--- src/rtl/ntrt_params.svh ---
// constants for the requester id translator
`ifndef NTRT_PARAMS_SVH
`define NTRT_PARAMS_SVH
`define NTRT_OUT_ENTRIES 8
`define NTRT_IN_ENTRIES 32
`define NTRT_ADR_CTRL 8'h00
`define NTRT_ADR_STAT 8'h04
`define NTRT_ADR_MASK 8'h08
`define NTRT_ADR_CAP 8'h0c
`define NTRT_ADR_OUT_BASE 8'h40
`define NTRT_ADR_IN_BASE 8'h80
`define NTRT_ST_OUT_UR 0
`define NTRT_ST_IN_UR 1
`define NTRT_ST_OUT_UNEXP 2
`define NTRT_ST_IN_UNEXP 3
`define NTRT_ST_OUT_OK 4
`define NTRT_ST_IN_OK 5
`define NTRT_ST_W 6
`define NTRT_VBUS_RESET 8'h00
`endif

--- src/rtl/ntrt_pkg.sv ---
// types for the requester id translator
package ntrt_pkg;
   typedef enum logic [1:0]
   {
      NTRT_FWD,
      NTRT_UR,
      NTRT_UNEXP
   } ntrt_verdict_t;
endpackage

--- src/rtl/ntrt_translator.sv ---
// requester and completer id translation for a non-transparent bridge port
//
// Implementation choices: the Wishbone register port and the register addresses.
`timescale 1ns/100ps
`include "ntrt_params.svh"
module ntrt_translator
(
   input wire logic clk,
   input wire logic resetn,
   // wishbone slave
   input wire logic wb_cyc_i,
   input wire logic wb_stb_i,
   input wire logic wb_we_i,
   input wire logic [7:0] wb_adr_i,
   input wire logic [3:0] wb_sel_i,
   input wire logic [31:0] wb_dat_i,
   output logic [31:0] wb_dat_o,
   output logic wb_ack_o,
   output logic irq,
   // config write captures on the two endpoints
   input wire logic link_cap_we,
   input wire logic [12:0] link_cap_bd,
   input wire logic virt_cap_we,
   input wire logic [15:0] virt_cap_bdf,
   // translation request: kind 0 out req,1 out cpl,2 in req,3 in cpl
   input wire logic xl_valid,
   input wire logic [1:0] xl_kind,
   input wire logic [15:0] xl_rid,
   input wire logic [15:0] xl_cid,
   output logic xl_done,
   output logic [1:0] xl_verdict,
   output logic [15:0] xl_rid_out,
   output logic [15:0] xl_cid_out
);
   localparam int NO = `NTRT_OUT_ENTRIES;
   localparam int NI = `NTRT_IN_ENTRIES;
   // entry tables, enable bits cleared by reset
   logic [15:0] out_id [NO];
   logic [NO-1:0] out_en;
   logic [12:0] in_bd [NI];
   logic [NI-1:0] in_en;
   logic [12:0] link_cap;
   logic [15:0] virt_cap;
   logic [7:0] vbus;
   logic [`NTRT_ST_W-1:0] status;
   logic [`NTRT_ST_W-1:0] mask;

   // bus decode
   wire bus_req = wb_cyc_i & wb_stb_i & ~wb_ack_o;
   wire wr = bus_req & wb_we_i;
   wire rd = bus_req & ~wb_we_i;
   wire is_out = wb_adr_i[7:5] == 3'b010;
   wire is_in = wb_adr_i[7] == 1'b1;
   wire [2:0] out_sel = wb_adr_i[4:2];
   wire [4:0] in_sel = wb_adr_i[6:2];

   // a write of a full word is needed so a table entry is never half new
   wire full_word = wb_sel_i == 4'hf;

   // lookups
   logic [NO-1:0] out_hit;
   logic [NI-1:0] in_hit;
   genvar g;
   generate
      for (g = 0; g < NO; g++)
      begin : g_out
         assign out_hit[g] = out_en[g] && out_id[g] == xl_rid;
      end
      for (g = 0; g < NI; g++)
      begin : g_in
         assign in_hit[g] = in_en[g] && in_bd[g] == xl_rid[15:3];
      end
   endgenerate

   function automatic logic [4:0] first_hit(input logic [31:0] v);
      logic [4:0] r;
      r = 5'd0;
      for (int i = 31; i >= 0; i--)
      begin
         if (v[i])
         begin
            r = 5'(i);
         end
      end
      return r;
   endfunction

   wire [2:0] out_idx = 3'(first_hit({24'h0, out_hit}));
   wire [4:0] in_idx = first_hit(in_hit);
   wire [2:0] cpl_oidx = xl_rid[2:0];
   wire [4:0] cpl_iidx = xl_rid[7:3];
   wire ours = xl_rid[15:3] == link_cap;

   logic [1:0] v_next;
   logic [15:0] rid_next;
   logic [15:0] cid_next;
   logic [`NTRT_ST_W-1:0] ev;
   always_comb
   begin
      v_next = ntrt_pkg::NTRT_FWD;
      rid_next = xl_rid;
      cid_next = xl_cid;
      ev = '0;
      case (xl_kind)
         2'd0:
         begin
            if (|out_hit)
            begin
               rid_next = {link_cap, out_idx};
               ev[`NTRT_ST_OUT_OK] = 1'b1;
            end
            else
            begin
               v_next = ntrt_pkg::NTRT_UR;
               ev[`NTRT_ST_OUT_UR] = 1'b1;
            end
         end
         2'd1:
         begin
            if (ours && out_en[cpl_oidx])
            begin
               rid_next = out_id[cpl_oidx];
               cid_next = virt_cap;
            end
            else
            begin
               v_next = ntrt_pkg::NTRT_UNEXP;
               ev[`NTRT_ST_OUT_UNEXP] = 1'b1;
            end
         end
         2'd2:
         begin
            if (|in_hit)
            begin
               rid_next = {vbus, in_idx, xl_rid[2:0]};
               ev[`NTRT_ST_IN_OK] = 1'b1;
            end
            else
            begin
               v_next = ntrt_pkg::NTRT_UR;
               ev[`NTRT_ST_IN_UR] = 1'b1;
            end
         end
         default:
         begin
            if (in_en[cpl_iidx])
            begin
               rid_next = {in_bd[cpl_iidx], xl_rid[2:0]};
               cid_next = {link_cap, xl_cid[2:0]};
            end
            else
            begin
               v_next = ntrt_pkg::NTRT_UNEXP;
               ev[`NTRT_ST_IN_UNEXP] = 1'b1;
            end
         end
      endcase
      if (!xl_valid)
      begin
         ev = '0;
      end
   end

   // register read mux
   logic [31:0] rd_data;
   always_comb
   begin
      rd_data = 32'h0;
      if (is_out)
      begin
         rd_data = {15'h0, out_en[out_sel], out_id[out_sel]};
      end
      else if (is_in)
      begin
         rd_data = {18'h0, in_en[in_sel], in_bd[in_sel]};
      end
      else
      begin
         case (wb_adr_i)
            `NTRT_ADR_CTRL: rd_data = {24'h0, vbus};
            `NTRT_ADR_STAT: rd_data = {26'h0, status};
            `NTRT_ADR_MASK: rd_data = {26'h0, mask};
            `NTRT_ADR_CAP: rd_data = {3'h0, link_cap, virt_cap};
            default: rd_data = 32'h0;
         endcase
      end
   end

   // status: read clears, but a new event in the same cycle wins
   wire stat_rd = rd && wb_adr_i == `NTRT_ADR_STAT;
   wire [`NTRT_ST_W-1:0] next_status = (stat_rd ? '0 : status) | ev;

   always_ff @(posedge clk)
   begin
      if (!resetn)
      begin
         wb_ack_o <= 1'b0;
         wb_dat_o <= 32'h0;
         out_en <= '0;
         in_en <= '0;
         vbus <= `NTRT_VBUS_RESET;
         mask <= '0;
         status <= '0;
         link_cap <= 13'h0;
         virt_cap <= 16'h0;
         irq <= 1'b0;
         xl_done <= 1'b0;
         xl_verdict <= 2'd0;
         xl_rid_out <= 16'h0;
         xl_cid_out <= 16'h0;
      end
      else
      begin
         wb_ack_o <= bus_req;
         wb_dat_o <= rd ? rd_data : 32'h0;
         status <= next_status;
         irq <= |(next_status & mask);
         xl_done <= xl_valid;
         xl_verdict <= v_next;
         xl_rid_out <= rid_next;
         xl_cid_out <= cid_next;
         if (link_cap_we)
         begin
            link_cap <= link_cap_bd;
         end
         if (virt_cap_we)
         begin
            virt_cap <= virt_cap_bdf;
         end
         if (wr && full_word)
         begin
            if (is_out)
            begin
               out_en[out_sel] <= wb_dat_i[16];
            end
            else if (is_in)
            begin
               in_en[in_sel] <= wb_dat_i[13];
            end
            else if (wb_adr_i == `NTRT_ADR_CTRL)
            begin
               vbus <= wb_dat_i[7:0];
            end
            else if (wb_adr_i == `NTRT_ADR_MASK)
            begin
               mask <= wb_dat_i[`NTRT_ST_W-1:0];
            end
         end
      end
   end

   // table identities have no reset; their enables guard them
   always_ff @(posedge clk)
   begin
      if (wr && full_word && is_out)
      begin
         out_id[out_sel] <= wb_dat_i[15:0];
      end
      if (wr && full_word && is_in)
      begin
         in_bd[in_sel] <= wb_dat_i[12:0];
      end
   end
endmodule

--- config.mk ---
export PLATFORM = sky130hd
export DESIGN_NAME = ntrt_translator
export DESIGN_NICKNAME = d
export VERILOG_FILES = /design/src/rtl/ntrt_pkg.sv /design/src/rtl/ntrt_translator.sv
export VERILOG_INCLUDE_DIRS = /design/src /design/src/rtl
export SDC_FILE = /design/constraint.sdc
export NUM_CORES = 2
export LEC_CHECK = 0
export BUFFER_PORTS_ARGS = -buffer_cell sky130_fd_sc_hd__buf_2
export CAP_MARGIN = 10
export CORE_MARGIN = 8
export CORE_UTILIZATION = 45
export DETAILED_ROUTE_END_ITERATION = 8
export RECOVER_POWER = 25
export REMOVE_ABC_BUFFERS = 1
export SETUP_SLACK_MARGIN = 0.2
export SLEW_MARGIN = 0
export SYNTH_ARGS = -nofsm -noshare
export SYNTH_HDL_FRONTEND = slang
export SYNTH_SLANG_ARGS = --single-unit
--- constraint.sdc ---
create_clock -name clk -period 4.8 [get_ports clk]
set_clock_uncertainty 0.15 [all_clocks]
set_input_delay 0.48 -clock clk [delete_from_list [all_inputs] [get_ports clk]]
set_output_delay 0.48 -clock clk [all_outputs]
set_load 0.05 [all_outputs]
==> results list <==
- Result of the run: complete, but fails checks
- The checks that failed: max-capacitance violations, max-slew violations.
- The die is 314.6 um tall.
- Once the floorplan was initialized, standard cells occupied 45.41% of the core.
- Slack of the worst reg-to-reg path: 1.18 ns
- Global-route wire length before repair: 232.4 mm
* Area fraction in and, or, nand and nor cells after synthesis: 9.953%
- Summing the areas of all compound-gate instances in the mapped netlist gives 4.256% of the synthesized area.
- The min-delay analysis places its worst path in the category in -> reg.
- Initial antenna violation count: 8
- Post-route setup TNS: 0 ns
- In the final routed layout, each cell accounts on average for 37.41 um.
- Summed over all layers, the routed wires come to 167.0 mm.
* Number of unique standard cell types used by synthesis: 80
* Count of buffers inserted at the top-level ports: 165
* CTS resizes: 0
- Multiplexer fraction of the synthesized cell area: 22.00%
- Most used cells in the layout excluding fill and tap cells: 544 x sky130_fd_sc_hd__edfxtp_1, 503 x sky130_fd_sc_hd__xnor2_1, 336 x sky130_fd_sc_hd__mux4_2
- Relative max-transition margin: -110.9%
* Post-layout worst setup margin: 0.9560 ns
- The first detailed-routing pass took 6 iterations.
* Non-filler instance count after layout: 4463
- In this run the core area contains 109 standard-cell rows.
- Entering global routing, the biggest net connects 69 pins.
* Routed vias: 29.92k
- The final number of max-transition violations is 462.
* # setup viols final: 0
- The setup path with the least slack is of type in -> reg.
* Via count of the first global-routing pass: 28.76k
* Tightest Pin Transition: 3.163 ns
- After floorplanning, the core was sized to cover 0.08837 sq mm.
- STA classifies the critical path endpoint as a flop.
- Cells fill 52.10% of the core in the end.
* Combinational family with the most area after synthesis: multiplexers
- Total global-route track usage: 33.08%
- The synthesized netlist devotes 12.16% of its cell area to XOR and XNOR gates.
- RSZ-0062 raised after global routing: no
* Hpwl dp: 124.0 mm
- Proportion of synthesized flip-flops having asynchronous set or reset: 0%
- Among all flip-flop cells after synthesis, the most frequent one is sky130_fd_sc_hd__edfxtp_1.
- Total number of nets in the final design: 3342
- Post-Synthesis Cells: 2951
* Clock slew at the register clock pins of the worst setup and hold paths: 0.06 ns
- CTS placed an instance of sky130_fd_sc_hd__clkbuf_16 at the clock tree root.
- Across the VDD grid, the largest voltage drop is 0.3319 mV.
* Leading cell types by total area after synthesis: sky130_fd_sc_hd__edfxtp_1 41%, sky130_fd_sc_hd__mux4_2 19%, sky130_fd_sc_hd__xnor2_1 11%
- Most common library cell in the layout ignoring fill and taps: sky130_fd_sc_hd__edfxtp_1
- Of all nets on the critical path, the largest fanout is 14.
- Portion of the clock cycle consumed by the worst path in the final layout: 80.08%
- Total congestion overflow after global routing: 0
* Worst endpoint required time: 5.14 ns
* Synthesized-area fraction occupied by adder cells: 0%
* Combined area of the multi-input logic cells: 0.01943 sq mm
- Yosys printed 0 warnings.
* Number of buffers inserted by hold repair at cts: 49
- Number of buffers inserted to repair setup after CTS: 0
* Count of flip-flops with a built-in enable after synthesis: 544
- The die is 314.6 um wide.
- Relative to the synthesized area, the layout overhead comes to 14.73%.
- Summed over its instances, the top area cell type makes up 40.71% of the synthesized netlist area.
- Final hold slack: 0.03960 ns
* Number of buffers created by CTS: 82
- Synthesis-stage register bit count: 699
- During I/O placement, the number of pins put on the boundary was 184.
* Skew-Pair Late Insertion Delay: 0.65 ns
* Yosys top cell by area: sky130_fd_sc_hd__edfxtp_1
- The die covers 0.09899 sq mm.
- The cell area that synthesis handed to floorplanning was 0.04013 sq mm.
* CTS tree: done
- Antenna viol nets, final: 0
* Leakage: 0.01472 uW
* Final routed DRC violation total: 0
- Derived from the worst setup path, the maximum achievable clock frequency is 260.1 MHz.
* Iteration-0 DRC Markers: 4224
- Critical path data arrival time: 4.19 ns
* Drt via density: 6.704
* Number of hold violations in the final report: 0
- Sequential cell area in the final layout: 0.01944 sq mm
- At the placement stage, the worst setup path has a slack of 0.3903 ns.
- Share of layout cells above drive strength 1: 26.21%
* Maximum clock path buffer count: 3
- Total power density per cell area: 321.2 mW/mm^2
* Routability cong.: 1.037
- STA classifies the critical path startpoint as an input pin.
- A synthesized cell averages 13.60 sq um.
- Maximum level of the CTS H-tree: 3
* Sequential share of the synthesized area: 48.44%
- Max-cap viol count: 11
* Min cycle time layout: 3.844 ns
* Placed cell count: 4259
* Number of clock sinks: 699
- Counting the fill cells in the layout gives 7497.
[final cells by class]
| cell class | count | area share (%) |
|---|---|---|
| Antenna cell | 2 | 0.01087 |
| Inverter | 17 | 0.1440 |
| Multi-Input combinational cell | 2025 | 42.21 |
| Clock inverter | 47 | 0.8669 |
| Tap cell | 1165 | 3.166 |
| Sequential cell | 699 | 42.22 |
| Clock buffer | 106 | 5.025 |
| Timing Repair Buffer | 402 | 6.351 |
[routing by layer]
| metal | vias up | wire length (um) | GRT usage [%] |
|---|---|---|---|
| met2 | 2070 | 75290 | 51.60 |
| met4 | 10 | 9189 | 14.68 |
| met5 | - | 68 | 0 |
| li1 | 12110 | - | - |
| met3 | 399 | 18010 | 7.645 |
| met1 | 15330 | 64400 | 44.06 |
[metrics by stage]
step           cell area [sq um]  power [uW]
3_5_place_dp               42860        8482
2_1_floorplan              38920        7479
6_report                   46040       14790
5_1_grt                    46030       15120
4_1_cts                    46070       14820
3_3_place_gp               42860        8482
[flip-flops by register name, indices dropped and copies added, names as in the netlist, 8 cells and up]
register / count
out_id: 128
virt_cap: 16
out_en: 8
link_cap: 13
in_bd: 416
xl_rid_out: 16
wb_dat_o: 29
vbus: 8
in_en: 32
xl_cid_out: 16
[report_power, final]
group	internal, uW	switching [uW]	total [uW]
logic	659	1180	1840
registers	6560	35.5	6590
clock network	3650	2710	6360
[path summary, 6_finish.rpt]
kind | start | cells after the start | end
max | xl_rid[10] | 13 | xl_rid_out[4]
min | wb_stb_i | 3 | wb_ack_o
max reg2reg | in_bd[5][8] | 11 | xl_rid_out[4]
min reg2reg | status[5] | 2 | status[5]
[cell families (layout without fill, tap and decap cells)]
kind of cell,Yosys count,after routing
flops,699,699
other cells,1,5
mux,457,457
compound gates,251,251
buf+inv,229,572
simple gates,757,757
xor+xnor,557,557
[synthesized netlist by cell type (all sizes together), types with 5 or more instances]
master and n:
edfxtp 544, xnor2 503, mux4 336, nand4 197, nand2 170, dfxtp 155, nor2 155, buf 134
mux2i 82, nor4 79, clkbuf 78, o21ai 58, a21oi 56, xor2 54, mux2 39, a22oi 33
nand3 23, nor3 21, and2 19, or4 19, nand2b 18, inv 16, nor2b 14, o211ai 14
a31oi 9, a222oi 8, o2bb2ai 8, nand3b 7, o22ai 7, a2111oi 6, a211oi 6, a41oi 6
o221ai 6, and4 5, nor4bb 5, or2 5
[worst max-delay path, stage by stage]
cell	delay [ns]
sky130_fd_sc_hd__buf_2	0.42
sky130_fd_sc_hd__buf_4	0.44
sky130_fd_sc_hd__xnor2_1	0.20
sky130_fd_sc_hd__nand4_1	0.18
sky130_fd_sc_hd__nor4_1	0.73
sky130_fd_sc_hd__nor4_1	0.17
sky130_fd_sc_hd__buf_4	0.21
sky130_fd_sc_hd__nand4_1	0.16
sky130_fd_sc_hd__buf_4	0.19
sky130_fd_sc_hd__nor3_2	0.04
sky130_fd_sc_hd__buf_4	0.17
sky130_fd_sc_hd__o311ai_4	0.59
sky130_fd_sc_hd__o221ai_1	0.19
No activity file was read; power rests on OpenSTA's default activity.
